$ cat config.mk
export PLATFORM = sky130hd
export DESIGN_NAME = servo_cfg_table
export DESIGN_NICKNAME = d
export VERILOG_FILES = /design/src/hw/servo_cfg_pkg.sv /design/src/hw/servo_cfg_table.sv
export SDC_FILE = /design/constraint.sdc
export NUM_CORES = 1
export LEC_CHECK = 0
export ABC_AREA = 1
export BUFFER_PORTS_ARGS = -buffer_cell sky130_fd_sc_hd__buf_2
export CAP_MARGIN = 20
export CORE_MARGIN = 3
export CORE_UTILIZATION = 45
export CTS_BUF_LIST = sky130_fd_sc_hd__clkbuf_8 sky130_fd_sc_hd__clkbuf_16
export CTS_CLUSTER_DIAMETER = 80
export DETAILED_ROUTE_END_ITERATION = 8
export PLACE_DENSITY = 0.74
export SLEW_MARGIN = 20
export SYNTH_ARGS = -nofsm -noshare
export SYNTH_HDL_FRONTEND = slang
export SYNTH_SLANG_ARGS = --single-unit
$ cat constraint.sdc
create_clock -name CLOCK_I -period 12 [get_ports CLOCK_I]
set_clock_uncertainty 0.2 [all_clocks]
set_input_delay 0 -clock CLOCK_I [delete_from_list [all_inputs] [get_ports CLOCK_I]]
set_output_delay 0 -clock CLOCK_I [all_outputs]
set_load 0.01 [all_outputs]
$ cat src/hw/servo_cfg_pkg.sv
package servo_cfg_pkg;

  // Byte addresses of the configuration table
  localparam logic [7:0] ADDR_MODEL_LO = 8'h00;
  localparam logic [7:0] ADDR_MODEL_HI = 8'h01;
  localparam logic [7:0] ADDR_FW_REV = 8'h02;
  localparam logic [7:0] ADDR_NODE_ID = 8'h03;
  localparam logic [7:0] ADDR_BIT_RATE = 8'h04;
  localparam logic [7:0] ADDR_REPLY_DELAY = 8'h05;
  localparam logic [7:0] ADDR_CW_LO = 8'h06;
  localparam logic [7:0] ADDR_CW_HI = 8'h07;
  localparam logic [7:0] ADDR_CCW_LO = 8'h08;
  localparam logic [7:0] ADDR_CCW_HI = 8'h09;
  localparam logic [7:0] ADDR_TEMP_CEIL = 8'h0B;
  localparam logic [7:0] ADDR_SUPPLY_FLOOR = 8'h0C;
  localparam logic [7:0] ADDR_SUPPLY_CEIL = 8'h0D;
  localparam logic [7:0] ADDR_TORQUE_LO = 8'h0E;
  localparam logic [7:0] ADDR_TORQUE_HI = 8'h0F;
  localparam logic [7:0] ADDR_REPLY_POLICY = 8'h10;
  localparam logic [7:0] ADDR_ALARM_MASK = 8'h11;
  localparam logic [7:0] ADDR_SHUTDOWN_MASK = 8'h12;
  localparam logic [7:0] ADDR_RAM_FIRST = 8'h18;
  localparam logic [7:0] ADDR_RUN_TORQUE_LO = 8'h22;
  localparam logic [7:0] ADDR_RUN_TORQUE_HI = 8'h23;
  localparam logic [7:0] ADDR_LOCK = 8'h2F;

  // Factory and power-up values
  localparam logic [7:0] RST_NODE_ID = 8'h01;
  localparam logic [7:0] RST_BIT_RATE = 8'h22;
  localparam logic [7:0] RST_REPLY_DELAY = 8'hFA;
  localparam logic [9:0] RST_CW = 10'h000;
  localparam logic [9:0] RST_CCW = 10'h3FF;
  localparam logic [7:0] RST_TEMP_CEIL = 8'h50;
  localparam logic [7:0] RST_SUPPLY_FLOOR = 8'h3C;
  localparam logic [7:0] RST_SUPPLY_CEIL = 8'hF0;
  localparam logic [9:0] RST_TORQUE = 10'h3FF;
  localparam logic [1:0] RST_REPLY_POLICY = 2'h2;
  localparam logic [7:0] RST_ALARM_MASK = 8'h24;
  localparam logic [7:0] RST_SHUTDOWN_MASK = 8'h24;

  // Legal value ranges and the broadcast identifier
  localparam logic [7:0] MAX_NODE_ID = 8'hFD;
  localparam logic [7:0] MAX_BYTE_SETTING = 8'hFE;
  localparam logic [7:0] MIN_TEMP_CEIL = 8'h0A;
  localparam logic [7:0] MAX_TEMP_CEIL = 8'h63;
  localparam logic [7:0] MIN_SUPPLY = 8'h32;
  localparam logic [7:0] MAX_SUPPLY = 8'hFA;
  localparam logic [7:0] MAX_HI_BYTE_10B = 8'h03;
  localparam logic [7:0] MAX_REPLY_POLICY = 8'h02;
  localparam logic [7:0] BROADCAST_ID = 8'hFE;

  // Error bit positions
  localparam int ERR_SUPPLY = 0;
  localparam int ERR_ANGLE = 1;
  localparam int ERR_HEAT = 2;
  localparam int ERR_RANGE = 3;
  localparam int ERR_CHECKSUM = 4;
  localparam int ERR_OVERLOAD = 5;
  localparam int ERR_INSTR = 6;

  // Timing
  localparam int CLOCK_HZ = 25_000_000;
  localparam int BIT_RATE_BASE_HZ = 2_000_000;
  localparam int REPLY_UNIT_NS = 2_000;
  localparam int CLOCK_PERIOD_NS = 1_000_000_000 / CLOCK_HZ;
  localparam int REPLY_UNIT_CYCLES = REPLY_UNIT_NS / CLOCK_PERIOD_NS;
  localparam logic [13:0] RATE_STEP = 14'(BIT_RATE_BASE_HZ / 1_000_000);
  localparam logic [13:0] RATE_CLK_MHZ = 14'(CLOCK_HZ / 1_000_000);
  localparam int ALARM_HOLD_MS = 2_000;
  localparam int ALARM_HOLD_CYCLES = ALARM_HOLD_MS * (CLOCK_HZ / 1_000);
  localparam int FLASH_HALF_MS = 250;
  localparam int FLASH_HALF_CYCLES = FLASH_HALF_MS * (CLOCK_HZ / 1_000);
  localparam int CNT_W = 26;

  // Kind of a finished instruction
  typedef enum logic [1:0] {
    INSTR_OTHER = 2'h0,
    INSTR_PING = 2'h1,
    INSTR_READ = 2'h2
  } instr_kind_t;

  // Reply scheduler, Gray along the path
  typedef enum logic [1:0] {
    RP_IDLE = 2'b00,
    RP_WAIT = 2'b01,
    RP_SEND = 2'b11
  } reply_state_t;

  // Monitored quantities from the sensing side
  typedef struct packed {
    logic [7:0] temperature;
    logic [7:0] supply;
    logic overload;
  } sense_t;

  // Whole state of the table
  typedef struct packed {
    logic [7:0] node_id;
    logic [7:0] bit_rate;
    logic [7:0] reply_delay;
    logic [9:0] cw_bound;
    logic [9:0] ccw_bound;
    logic [7:0] temp_ceil;
    logic [7:0] supply_floor;
    logic [7:0] supply_ceil;
    logic [9:0] torque_ceil;
    logic [1:0] reply_policy;
    logic [7:0] alarm_mask;
    logic [7:0] shutdown_mask;
    logic [9:0] run_torque;
    logic lock;
    logic shutdown;
    logic [7:0] events;
    logic [7:0] error;
    logic [CNT_W-1:0] hold_cnt;
    logic [CNT_W-1:0] flash_cnt;
    logic led;
    logic [13:0] rate_acc;
    logic rate_tick;
    reply_state_t rp_state;
    logic [7:0] rp_units;
    logic [7:0] rp_cyc;
    logic reply_go;
    logic id_match;
    logic [7:0] rd_data;
    logic [9:0] torque_out;
    logic free_run;
    logic nv_wr;
    logic [7:0] nv_addr;
    logic [7:0] nv_data;
  } table_state_t;

endpackage

$ cat src/hw/servo_cfg_table.sv
`timescale 1ns/1ns
// Function
// - Power-up reloads volatile values; stored values persist
// - Read-only model code and firmware revision
// - Node identifier 0..253, default 1, matched
// - Bit rate is 2 MHz over byte+1
// - Bit-rate byte defaults to 34
// - Reply waits delay count times 2 us
// - Angle bounds are 10-bit positions
// - Over temperature sets error bit 2
// - Supply outside limits sets error bit 0
// - Torque 0..1023; zero means free running
// - Runtime torque limit copied at power-up
// - Torque is fraction of available torque
// - Reply policy none, reads only, all
// - Never reply to broadcast instructions
// - Always reply to ping addressed here
// - Alarm flashes on any masked error
// - Flashing stops two seconds after clearing
// - Fixed error bit assignments, bit 7 zero
// - Goal outside angle bounds sets bit 1
// - Masked error latches torque off until rewrite
// - Lock allows only host writes 24..35 (restore bypasses it), sticky
module servo_cfg_table #(
  parameter int ALARM_HOLD = servo_cfg_pkg::ALARM_HOLD_CYCLES,
  parameter int FLASH_HALF = servo_cfg_pkg::FLASH_HALF_CYCLES,
  parameter logic [15:0] MODEL_CODE = 16'h0A5A, // Arbitrary value
  parameter logic [7:0] FIRMWARE_REV = 8'h01 // Arbitrary value
) (
  // Clock and reset
  input wire logic CLOCK_I,
  input wire logic RSTN_I,
  // Table access from the packet layer
  input wire logic ACC_WR_I,
  input wire logic ACC_RD_I,
  input wire logic [7:0] ACC_ADDR_I,
  input wire logic [7:0] ACC_WDATA_I,
  output logic [7:0] RD_DATA_O,
  // Restore from and persist to non-volatile storage
  input wire logic RESTORE_I,
  input wire logic [7:0] RESTORE_ADDR_I,
  input wire logic [7:0] RESTORE_DATA_I,
  output logic NV_WR_O,
  output logic [7:0] NV_ADDR_O,
  output logic [7:0] NV_DATA_O,
  // Packet events and monitored quantities
  input wire logic PKT_START_I,
  input wire logic [7:0] PKT_ID_I,
  input wire logic INSTR_DONE_I,
  input wire servo_cfg_pkg::instr_kind_t INSTR_KIND_I,
  input wire logic INSTR_ERR_I,
  input wire logic CHECKSUM_ERR_I,
  input wire logic RANGE_ERR_I,
  input wire logic GOAL_WR_I,
  input wire logic [9:0] GOAL_POS_I,
  input wire servo_cfg_pkg::sense_t SENSE_I,
  // Results
  output logic ID_MATCH_O,
  output logic REPLY_GO_O,
  output logic BIT_TICK_O,
  output logic [7:0] ERROR_O,
  output logic ALARM_INDICATOR_MASK_O,
  output logic [9:0] TORQUE_LIMIT_O,
  output logic FREE_RUN_O
);
  import servo_cfg_pkg::*;

  // Counters share one width in the state record
  if (ALARM_HOLD < 1 || ALARM_HOLD >= 2 ** CNT_W || FLASH_HALF < 1
      || FLASH_HALF >= 2 ** CNT_W)
  begin : g_bad_count
    $error("Alarm counts do not fit the counter width");
  end

  table_state_t s;
  table_state_t next_s;

  // Byte view of the table for reads
  function automatic logic [7:0] read_byte(input table_state_t t, input logic [7:0] a);
    logic [7:0] r;
    r = 8'h00;
    case (a)
      ADDR_MODEL_LO: r = MODEL_CODE[7:0];
      ADDR_MODEL_HI: r = MODEL_CODE[15:8];
      ADDR_FW_REV: r = FIRMWARE_REV;
      ADDR_NODE_ID: r = t.node_id;
      ADDR_BIT_RATE: r = t.bit_rate;
      ADDR_REPLY_DELAY: r = t.reply_delay;
      ADDR_CW_LO: r = t.cw_bound[7:0];
      ADDR_CW_HI: r = {6'h00, t.cw_bound[9:8]};
      ADDR_CCW_LO: r = t.ccw_bound[7:0];
      ADDR_CCW_HI: r = {6'h00, t.ccw_bound[9:8]};
      ADDR_TEMP_CEIL: r = t.temp_ceil;
      ADDR_SUPPLY_FLOOR: r = t.supply_floor;
      ADDR_SUPPLY_CEIL: r = t.supply_ceil;
      ADDR_TORQUE_LO: r = t.torque_ceil[7:0];
      ADDR_TORQUE_HI: r = {6'h00, t.torque_ceil[9:8]};
      ADDR_REPLY_POLICY: r = {6'h00, t.reply_policy};
      ADDR_ALARM_MASK: r = t.alarm_mask;
      ADDR_SHUTDOWN_MASK: r = t.shutdown_mask;
      ADDR_RUN_TORQUE_LO: r = t.run_torque[7:0];
      ADDR_RUN_TORQUE_HI: r = {6'h00, t.run_torque[9:8]};
      ADDR_LOCK: r = {7'h00, t.lock};
      default: r = 8'h00;
    endcase
    return r;
  endfunction

  // Whole next-state computation
  always_comb
  begin
    logic we;
    logic priv;
    logic [7:0] a;
    logic [7:0] d;
    logic ok;
    logic hit;
    logic bad_write;
    logic goal_bad;
    logic [7:0] level_err;
    logic [7:0] event_err;
    logic alarm_active;
    logic want_reply;
    logic [13:0] rate_lim;
    logic [13:0] rate_sum;
    we = 1'b0;
    priv = 1'b0;
    a = 8'h00;
    d = 8'h00;
    ok = 1'b0;
    hit = 1'b0;
    bad_write = 1'b0;
    goal_bad = 1'b0;
    level_err = 8'h00;
    event_err = 8'h00;
    alarm_active = 1'b0;
    want_reply = 1'b0;
    rate_lim = 14'h0000;
    rate_sum = 14'h0000;
    next_s = s;
    next_s.rate_tick = 1'b0;
    next_s.reply_go = 1'b0;
    next_s.nv_wr = 1'b0;

    // Restore has priority and bypasses the lock; range checks still drop bad values
    priv = RESTORE_I;
    a = priv ? RESTORE_ADDR_I : ACC_ADDR_I;
    d = priv ? RESTORE_DATA_I : ACC_WDATA_I;
    we = priv | ACC_WR_I;
    // Locked table only takes the runtime window
    ok = priv | ~s.lock | (a >= ADDR_RAM_FIRST && a <= ADDR_RUN_TORQUE_HI);
    hit = we & ok;

    if (ACC_RD_I)
    begin
      next_s.rd_data = read_byte(s, ACC_ADDR_I);
    end

    // Stores; each value outside its legal range is dropped, and flagged when it comes from a host write
    if (hit)
    begin
      case (a)
        ADDR_NODE_ID:
          if (d <= MAX_NODE_ID) next_s.node_id = d;
          else bad_write = 1'b1;
        ADDR_BIT_RATE:
          if (d <= MAX_BYTE_SETTING) next_s.bit_rate = d;
          else bad_write = 1'b1;
        ADDR_REPLY_DELAY:
          if (d <= MAX_BYTE_SETTING) next_s.reply_delay = d;
          else bad_write = 1'b1;
        ADDR_CW_LO: next_s.cw_bound[7:0] = d;
        ADDR_CW_HI:
          if (d <= MAX_HI_BYTE_10B) next_s.cw_bound[9:8] = d[1:0];
          else bad_write = 1'b1;
        ADDR_CCW_LO: next_s.ccw_bound[7:0] = d;
        ADDR_CCW_HI:
          if (d <= MAX_HI_BYTE_10B) next_s.ccw_bound[9:8] = d[1:0];
          else bad_write = 1'b1;
        ADDR_TEMP_CEIL:
          if (d >= MIN_TEMP_CEIL && d <= MAX_TEMP_CEIL) next_s.temp_ceil = d;
          else bad_write = 1'b1;
        ADDR_SUPPLY_FLOOR:
          if (d >= MIN_SUPPLY && d <= MAX_SUPPLY) next_s.supply_floor = d;
          else bad_write = 1'b1;
        ADDR_SUPPLY_CEIL:
          if (d >= MIN_SUPPLY && d <= MAX_SUPPLY) next_s.supply_ceil = d;
          else bad_write = 1'b1;
        ADDR_TORQUE_LO:
        begin
          next_s.torque_ceil[7:0] = d;
          if (priv) next_s.run_torque[7:0] = d;
        end
        ADDR_TORQUE_HI:
          if (d <= MAX_HI_BYTE_10B)
          begin
            next_s.torque_ceil[9:8] = d[1:0];
            if (priv) next_s.run_torque[9:8] = d[1:0];
          end
          else bad_write = 1'b1;
        ADDR_REPLY_POLICY:
          if (d <= MAX_REPLY_POLICY) next_s.reply_policy = d[1:0];
          else bad_write = 1'b1;
        ADDR_ALARM_MASK: next_s.alarm_mask = {1'b0, d[6:0]};
        ADDR_SHUTDOWN_MASK: next_s.shutdown_mask = {1'b0, d[6:0]};
        ADDR_RUN_TORQUE_LO:
        begin
          next_s.run_torque[7:0] = d;
          next_s.shutdown = 1'b0;
        end
        ADDR_RUN_TORQUE_HI:
          if (d <= MAX_HI_BYTE_10B)
          begin
            next_s.run_torque[9:8] = d[1:0];
            next_s.shutdown = 1'b0;
          end
          else bad_write = 1'b1;
        ADDR_LOCK:
          if (d[0]) next_s.lock = 1'b1;
        default: ; // Read-only and foreign bytes keep their value
      endcase
      // Accepted host writes below the runtime area go to storage
      if (!priv && a < ADDR_RAM_FIRST && a > ADDR_FW_REV && !bad_write)
      begin
        next_s.nv_wr = 1'b1;
        next_s.nv_addr = a;
        next_s.nv_data = d;
      end
    end

    // Error sources; events latch per packet, levels follow the inputs
    goal_bad = GOAL_WR_I && (GOAL_POS_I < s.cw_bound || GOAL_POS_I > s.ccw_bound);
    level_err[ERR_SUPPLY] = SENSE_I.supply < s.supply_floor
      || SENSE_I.supply > s.supply_ceil;
    level_err[ERR_HEAT] = SENSE_I.temperature > s.temp_ceil;
    level_err[ERR_OVERLOAD] = SENSE_I.overload;
    event_err[ERR_ANGLE] = goal_bad;
    event_err[ERR_RANGE] = RANGE_ERR_I | (ACC_WR_I & bad_write & ~priv);
    event_err[ERR_CHECKSUM] = CHECKSUM_ERR_I;
    event_err[ERR_INSTR] = INSTR_ERR_I;
    // New event wins over the packet-start clear
    next_s.events = (PKT_START_I ? 8'h00 : s.events) | event_err;
    next_s.error = (next_s.events | level_err) & 8'h7F;

    // Torque off latches until the runtime limit is rewritten
    if (|(next_s.error & s.shutdown_mask))
    begin
      next_s.shutdown = 1'b1;
    end
    // Output is a ratio of available torque, passed through unscaled
    next_s.torque_out = next_s.shutdown ? 10'h000 : next_s.run_torque;
    next_s.free_run = (next_s.torque_out == 10'h000);

    // Alarm flashing with a hold-off after recovery
    alarm_active = |(next_s.error & s.alarm_mask);
    if (alarm_active)
    begin
      next_s.hold_cnt = CNT_W'(ALARM_HOLD);
    end
    else if (s.hold_cnt != '0)
    begin
      next_s.hold_cnt = s.hold_cnt - 1'b1;
    end
    if (alarm_active || s.hold_cnt != '0)
    begin
      if (s.flash_cnt == '0)
      begin
        next_s.flash_cnt = CNT_W'(FLASH_HALF - 1);
        next_s.led = ~s.led;
      end
      else
      begin
        next_s.flash_cnt = s.flash_cnt - 1'b1;
      end
    end
    else
    begin
      next_s.flash_cnt = '0;
      next_s.led = 1'b0;
    end

    // Bit-rate tick: half-cycle accumulator gives 12.5 cycles per unit
    rate_lim = RATE_CLK_MHZ * ({6'h00, s.bit_rate} + 14'h0001);
    rate_sum = s.rate_acc + RATE_STEP;
    if (rate_sum >= rate_lim)
    begin
      // A lowered divisor leaves the sum far above the limit; restart, no tick burst
      next_s.rate_acc = (rate_sum - rate_lim < rate_lim) ? rate_sum - rate_lim : 14'h0000;
      next_s.rate_tick = 1'b1;
    end
    else
    begin
      next_s.rate_acc = rate_sum;
    end

    // Address filter for the packet layer
    next_s.id_match = (PKT_ID_I == s.node_id) || (PKT_ID_I == BROADCAST_ID);

    // Reply decision and delay
    want_reply = (PKT_ID_I == s.node_id) && (PKT_ID_I != BROADCAST_ID)
      && (INSTR_KIND_I == INSTR_PING
      || s.reply_policy == 2'h2
      || (s.reply_policy == 2'h1 && INSTR_KIND_I == INSTR_READ));
    case (s.rp_state)
      RP_IDLE:
        if (INSTR_DONE_I && want_reply)
        begin
          next_s.rp_state = RP_WAIT;
          next_s.rp_units = s.reply_delay;
          next_s.rp_cyc = 8'(REPLY_UNIT_CYCLES - 1);
        end
      RP_WAIT:
        if (s.rp_units == 8'h00)
        begin
          next_s.rp_state = RP_SEND;
        end
        else if (s.rp_cyc == 8'h00)
        begin
          next_s.rp_units = s.rp_units - 8'h01;
          next_s.rp_cyc = 8'(REPLY_UNIT_CYCLES - 1);
        end
        else
        begin
          next_s.rp_cyc = s.rp_cyc - 8'h01;
        end
      RP_SEND:
      begin
        next_s.reply_go = 1'b1;
        next_s.rp_state = RP_IDLE;
      end
      default: next_s.rp_state = RP_IDLE;
    endcase
  end

  // State register; reset gives the power-up image
  always_ff @(posedge CLOCK_I or negedge RSTN_I)
  begin
    if (!RSTN_I)
    begin
      s <= '0;
      s.node_id <= RST_NODE_ID;
      s.bit_rate <= RST_BIT_RATE;
      s.reply_delay <= RST_REPLY_DELAY;
      s.cw_bound <= RST_CW;
      s.ccw_bound <= RST_CCW;
      s.temp_ceil <= RST_TEMP_CEIL;
      s.supply_floor <= RST_SUPPLY_FLOOR;
      s.supply_ceil <= RST_SUPPLY_CEIL;
      s.torque_ceil <= RST_TORQUE;
      s.run_torque <= RST_TORQUE;
      s.torque_out <= RST_TORQUE;
      s.reply_policy <= RST_REPLY_POLICY;
      s.alarm_mask <= RST_ALARM_MASK;
      s.shutdown_mask <= RST_SHUTDOWN_MASK;
      s.rp_state <= RP_IDLE;
    end
    else
    begin
      s <= next_s;
    end
  end

  // Outputs straight from the state record
  assign RD_DATA_O = s.rd_data;
  assign NV_WR_O = s.nv_wr;
  assign NV_ADDR_O = s.nv_addr;
  assign NV_DATA_O = s.nv_data;
  assign ID_MATCH_O = s.id_match;
  assign REPLY_GO_O = s.reply_go;
  assign BIT_TICK_O = s.rate_tick;
  assign ERROR_O = s.error;
  assign ALARM_INDICATOR_MASK_O = s.led;
  assign TORQUE_LIMIT_O = s.torque_out;
  assign FREE_RUN_O = s.free_run;

endmodule

==> results of run 1 <==
==> state kept, by name (all words and copies together), names as in the netlist, 7 cells and up <==
register	cells
NV_ADDR_O	8
TORQUE_LIMIT_O	10
NV_DATA_O	8
ERROR_O	7
RD_DATA_O	8
s	193
==> report_power, final <==
group | switching [µW] | internal (µW) | total (µW) | leakage, µW
sequential | 59.7 | 884 | 944 | 0.00281
combinational | 1100 | 622 | 1720 | 0.00571
clock | 374 | 512 | 885 | 0.000459
total | 1530 | 2020 | 3550 | 0.00898
==> what timing repair did <==
item / in CTS / in global routing
hold endpoints to repair: 206 / 0
hold buffers: 76 / 0
resized for setup: 0 / 0
==> worst max-delay path by stage <==
stage / startpoint / slack (ns) / cells past startpoint / to
4_1_cts: s[232]$_DFFE_PN0P_ / 5.95 / 32 / s[57]$_DFFE_PN0N_
3_5_place_dp: s[232]$_DFFE_PN0P_ / 5.98 / 32 / s[68]$_DFF_PN0_
5_1_grt: s[232]$_DFFE_PN0P_ / 5.29 / 32 / s[69]$_DFF_PN0_
2_1_floorplan: s[233]$_DFFE_PN1P_ / 6.76 / 30 / s[60]$_DFF_PN0_
6_report: s[232]$_DFFE_PN0P_ / 5.91 / 32 / s[57]$_DFFE_PN0N_
3_3_place_gp: s[233]$_DFFE_PN1P_ / 6.22 / 32 / s[68]$_DFF_PN0_
==> cell type report <==
cell class / instances / area (µm²) / area share (%)
clock inverter: 22 / 257.7 / 1.399
inverter: 322 / 1214 / 6.586
timing repair buffer: 206 / 1453 / 7.882
sequential: 240 / 6086 / 33.02
tap: 455 / 569.3 / 3.089
multi-input combinational: 1485 / 8160 / 44.28
clock buffer: 28 / 689.4 / 3.741
==> cell families after synthesis <==
logic type	after synthesis	synth area share [%]
AOI/OAI and AO/OA	318	11.61
buffers and inverters	408	11.06
muxes	3	0.2109
xor gates and xnor gates	72	3.937
and+or+nand+nor	986	26.73
DFF	240	37.99
adders and majority gates	105	8.436
other	1	0.02341
==> critical path: cells and delay by family, from the launching register on <==
family          cells  cell delay [ns]
simple gates       15             2.03
buf+inv             6             0.45
flops               1             0.43
xor+xnor            1             0.26
fa+ha+maj           5             1.74
compound gates      5             0.86
==> layer usage <==
metal,vias up,GRT usage [%]
li1,7179,-
met1,7018,31.18
met2,624,40.78
met3,131,3.865
met4,0,8.644
met5,-,0
==> per-stage QoR <==
stage          std cells  hold slack (ns)  total power (µW)
6_report            2758          0.03033              3548
2_1_floorplan       2133          -0.4956              2253
5_1_grt             2758          0.03449              3869
3_3_place_gp        2632          -0.1386              2586
3_5_place_dp        2632          -0.1356              2623
4_1_cts             2758          0.01162              3542
==> synth_stat cells, types with 34 or more instances <==
cell type and instances:
nand2_1 526, nand3_1 132, nor3_1 34, inv_1 299
dfrtp_1 176, nand4_1 34, dfstp_2 64, ha_1 100
nor2_1 186, o21ai_0 164, a21oi_1 56, buf_4 44
xor2_1 50
==> key figures, run 1 <==
Cells and area
  – Commonest non-fill, non-tap cells in the layout: nand2_1 (526), inv_1 (301), nor2_1 (186)
  – Fin util: 52.96%
  – Fin nets: 2467
  – # diodes: 0
  – Share of cells above drive strength 1: 14.59%
  – Syn-to-layout area delta: 15.05%
  – FILL cells: 3125
  – Fin area: 18430 µm²
  – Commonest non-fill, non-tap cell in the layout: nand2_1

Timing
  – Min Tclk post-route: 6.091 ns
  – Hold Vio Cnt, Final: 0
  – Fin crit share: 50.76%
  – Max Slew Vio Count: 0
  – Final WS setup: 5.909 ns
  – Slew HR: 35.84%
  – Worst-margin pin slew: 0.9550 ns
  – Setup violators final: 0
  – RSZ-0062 raised after global routing: no
  – Setup TNS: 0 ns
  – Fmax: 164.2 MHz

Floorplanning
  – Initial Util: 46.03%
  – Chip Width: 194.7 µm
  – Die area: 37890 µm²
  – Die Span Y: 194.7 µm
  – Core area: 34800 µm²
  – FP Rows: 68
  – IO Pins: 128

Drt
  – Highest metal used: met4
  – Total Wirelength: 46460 µm
  – DR DRC count: 0
  – Vias per Instance: 5.421
  – Met3 WL: 3467 µm
  – Wl on met1: 19040 µm
  – DRT iter0 DRCs: 1363
  – Metal2 WL: 22170 µm
  – Via count: 14952
  – Post-route ant nets: 0
  – Post-DR wirelength/cell: 16.85 µm
  – Router iterations before antenna repair: 6

Logic synthesis
  – Largest cells by area after synthesis: dfrtp_1 (27%), nand2_1 (12%), dfstp_2 (10%), ha_1 (7.8%), inv_1 (7.0%)
  – Avg Cell Area, Syn: 7.510 µm²
  – Yosys top cell area share: 27.50%
  – Number of flops mapped to enable cells by yosys: 0
  – Synthesized area: 16020 µm²
  – Leading area contributor after synthesis: dfrtp_1
  – Fraction of registers with async set or reset after synthesis: 100.0%
  – Most used DFF post-synth: dfrtp_1
  – Post-Synthesis Cells: 2133
  – Sequential area share after synthesis: 37.99%
  – YS warnings: 0
  – Synth unique cells: 55
  – Register bit total from synthesis: 240
  – Net Count, Synth: 2318

Place
  – IO Port Bufs: 126
  – Post-DP HPWL: 33490 µm
  – Final Wtd Congestion: 0.9483
  – Pre-CTS setup slack: 5.975 ns
  – Cell Area, Placed: 16700 µm²

Critical path
  – Worst flop-to-flop path endpoint: s[57]$_DFFE_PN0N_
  – Reg2reg path depth: 32
  – CP startpoint kind: flop
  – Critical path class: reg2reg
  – WP data arrival: 6.33 ns
  – Worst path max stage delay: 0.47 ns
  – Critical Path Slowest Stage Cell: fa_1
  – Top cell by count, worst path: nand2_1
  – Setup slack, reg-to-reg: 5.91 ns
  – CP Data Required Time: 12.24 ns
  – Worst Setup End Kind: flop
  – Worst R2R Start: s[232]$_DFFE_PN0P_
  – Crit path max fanout: 14

Global route
  – Tot GR Track Use: 24.04%
  – Largest net degree at the start of global routing: 76
  – GR Overflow Total: 0
  – Vias in the first global route: 14685
  – First-pass GRT wire length: 75220 µm
  – Initial antenna violation count: 1

Min path
  – Hold Crit Depth: 7
  – Hold Path Class: in2reg
  – Hold Crit Start: GOAL_POS_I[9]
  – Worst Hold Path EP: ERROR_O[1]$_DFF_PN0_

Clocking
  – CTS clk-pin slew, worst paths: 0.07 ns
  – CTS tree: built
  – Post-CTS Setup Bufs: 0
  – CTS Root Cell: clkbuf_16
  – H-tree depth: 1
  – CTS buffer count: 27
  – Worst-Skew Late Latency: 0.56 ns
  – Sink Count: 240
  – Clock tree buffer depth: 3

Run status
  – Status: finished, final reports clean

Power
  – PwrDens: 192.5 nW/µm²
  – Peak VDD IR: 0.0001860 V
  – Static leakage power: 0.008983 µW

Flow run
  – Max-cap violations: 0
(Power assumes the default switching activity.)
==> run 2, diff against run 1 <==
==> constraint.sdc (replaced) <==
create_clock -name CLOCK_I -period 6.4 [get_ports CLOCK_I]
set_clock_uncertainty 0.2 [all_clocks]
set_input_delay 0 -clock CLOCK_I [delete_from_list [all_inputs] [get_ports CLOCK_I]]
set_output_delay 0 -clock CLOCK_I [all_outputs]
set_load 0.01 [all_outputs]
==> run 2 against run 1 <==
- final cell count down 0.25%
- utilization down 0.26 points
- register-to-register slack worse by 5.4 ns
- global-route usage down 0.26 points
- critical path type unchanged
- largest cell class unchanged
==> key figures, run 2 (same netlist as run 1, synthesis figures left out) <==
Run status
  – Status: finished, final reports clean

Critical path
  – Critical Path Slowest Stage Cell: fa_1
  – Worst path max stage delay: 0.46 ns (about the same)
  – Critical path class: reg2reg
  – Sum of buffers and inverters on the critical path: 6 (unchanged)
  – Top delay family on crit path: simple AND/OR/NAND/NOR gates
  – CP startpoint kind: flop
  – WP data arrival: 6.15 ns (-0.18 ns)
  – CP Data Required Time: 6.62 ns (-5.62 ns)
  – Top cell by count, worst path: nand2_1
  – Worst Setup End Kind: flop
  – Crit path max fanout: 14 (unchanged)

Floorplanning
  – Chip Width: 194.7 µm (unchanged)
  – IO Pins: 128 (unchanged)
  – Core area: 34800 µm² (unchanged)
  – Initial Util: 46.03% (unchanged)
  – FP Rows: 68 (unchanged)
  – Die Span Y: 194.7 µm (unchanged)
  – Die area: 37890 µm² (unchanged)

Drt
  – Total Wirelength: 45680 µm (-1.7%)
  – Via count: 14705 (-1.7%)
  – DR DRC count: 0 (unchanged)
  – DRT iter0 DRCs: 1268 (-7.0%)
  – Vias per Instance: 5.345 (-1.4%)
  – Post-DR wirelength/cell: 16.61 µm (-1.4%)
  – Post-route ant nets: 0 (unchanged)
  – Router iterations before antenna repair: 5 (-1)

Cells and area
  – Commonest non-fill, non-tap cell in the layout: nand2_1
  – Largest register FFs: 193 (unchanged)
  – Syn-to-layout area delta: 14.50%
  – Share of cells above drive strength 1: 14.51% (-0.080 points)
  – Fin nets: 2459 (-0.32%)
  – Footprint of the multi-input gates: 8165 µm² (about the same)
  – FILL cells: 3244 (+3.8%)
  – Largest reg by FF count: s
  – Commonest non-fill, non-tap cells in the layout: nand2_1 (526), inv_1 (304), nor2_1 (186)
  – Reg area: 6086 µm² (unchanged)

Timing
  – Setup TNS: 0 ns (unchanged)
  – Max Slew Vio Count: 0 (unchanged)
  – Slew HR: 29.50% (-6.3 points)
  – Fin crit share: 92.54% (+42 points)
  – Worst-margin pin slew: 1.031 ns (+0.07585 ns)
  – Fmax: 168.9 MHz (+2.9%)
  – Min Tclk post-route: 5.922 ns (-0.1689 ns)
  – Setup violators final: 0 (unchanged)
  – Final WS setup: 0.4776 ns (-5.431 ns)
  – WHS: 0.02935 ns (-0.0009781 ns)
  – Hold Vio Cnt, Final: 0 (unchanged)

Place
  – Post-DP HPWL: 33250 µm (-0.72%)
  – Pre-CTS setup slack: 0.4335 ns (-5.542 ns)
  – Final Wtd Congestion: 0.9549 (+0.70%)
  – IO Port Bufs: 126 (unchanged)

Global route
  – Tot GR Track Use: 23.78% (-0.26 points)
  – Vias in the first global route: 14565 (-0.82%)
  – GR Overflow Total: 0 (unchanged)
  – Largest net degree at the start of global routing: 149 (+96%)
  – First-pass GRT wire length: 74750 µm (-0.62%)
  – Initial antenna violation count: 1 (unchanged)

Power
  – PwrDens: 359.4 nW/µm² (+87%)
  – Sequential Power Share: 26.8% (+0.2 points)
  – Peak VDD IR: 0.0003407 V (+83%)
  – Combinational share of power: 48.9% (+0.5 points)
  – Cell-internal power: 3763 µW (+87%)
  – Clock Power Share: 24.3% (-0.6 points)
  – Switching power: 2828 µW (+85%)
  – Static leakage power: 0.008958 µW (-0.28%)
  – Final Power: 6591 µW (+86%)
  – Sw frac: 42.91% (-0.22 points)

Clocking
  – Clock tree buffer depth: 3 (unchanged)
  – CTS buffer count: 27 (unchanged)
  – CTS tree: built
  – H-tree depth: 1 (unchanged)
  – Post-CTS Setup Bufs: 0 (unchanged)
  – Worst-Skew Late Latency: 0.55 ns (about the same)
  – CTS clk-pin slew, worst paths: 0.07 ns (about the same)
  – CTS Root Cell: clkbuf_16
  – Sink Count: 240 (unchanged)

Min path
  – Hold Path Class: in2reg

Flow run
  – Max-cap violations: 0 (unchanged)
[run 2: metrics by stage]
stage | area (µm²) | instances | utilization (%)
2_1_floorplan | 16020 | 2133 | -
3_3_place_gp | 16700 | 2631 | 48.00
3_5_place_dp | 16700 | 2631 | 48.00
4_1_cts | 18330 | 2750 | 52.68
5_1_grt | 18340 | 2751 | 52.70
6_report | 18340 | 2751 | 52.70
[run 2: worst register-to-register path, delay by kind of cell (launching register included)]
family	cells	cell delay [ns]
flip-flops	1	0.44
XOR/XNOR	1	0.25
AO/OA/AOI/OAI	5	0.93
AND/OR/NAND/NOR	15	1.84
buffers and inverters	6	0.45
adder cells (fa/ha/maj)	5	1.72
[run 2: what timing repair did]
| action | CTS | global route |
|---|---|---|
| resized for setup | 0 | 1 |
| hold buffers | 69 | 0 |
| endpoints found under the setup margin | 0 | 14 |
| endpoints found under the hold margin | 205 | 0 |
[run 2: cell type report]
class	count	share of cell area, %
diodes	1	0.01364
clock buffers	31	3.984
clock inverters	19	1.030
inverters	322	6.618
multi-input cells	1485	44.52
flip-flops and latches	240	33.18
well taps	455	3.104
repair buffers	198	7.545
[run 2: routing by layer]
| metal | GRT usage, % | routed length [µm] |
|---|---|---|
| met3 | 2.721 | 2902 |
| met2 | 40.08 | 21330 |
| met1 | 31.46 | 19490 |
| met4 | 9.282 | 1961 |
| met5 | 0 | 0 |
[run 2: power by group through the flow]
| stage | sequential (µW) | combinational, µW | clock (µW) |
|---|---|---|---|
| 5_1_grt | 1780 | 3730 | 1690 |
| 2_1_floorplan | 1760 | 2470 | 0 |
| 3_5_place_dp | 1790 | 3130 | 0 |
| 6_report | 1770 | 3220 | 1600 |
| 3_3_place_gp | 1780 | 3070 | 0 |
| 4_1_cts | 1760 | 3200 | 1630 |
[run 2: worst paths after layout]
check	from	end	slack, ns	cells past startpoint
worst max-delay path	s[232]$_DFFE_PN0P_	s[60]$_DFF_PN0_	0.48	32
worst min-delay path	RESTORE_I	NV_ADDR_O[3]$_DFFE_PN0P_	0.03	4
worst max register to register	s[232]$_DFFE_PN0P_	s[60]$_DFF_PN0_	0.48	32
worst min register to register	s[134]$_DFF_PN0_	s[134]$_DFF_PN0_	0.27	2
max in group asynchronous	RSTN_I	s[220]$_DFFE_PN0P_	4.64	4
min in group asynchronous	RSTN_I	TORQUE_LIMIT_O[6]$_DFF_PN1_	0.49	3
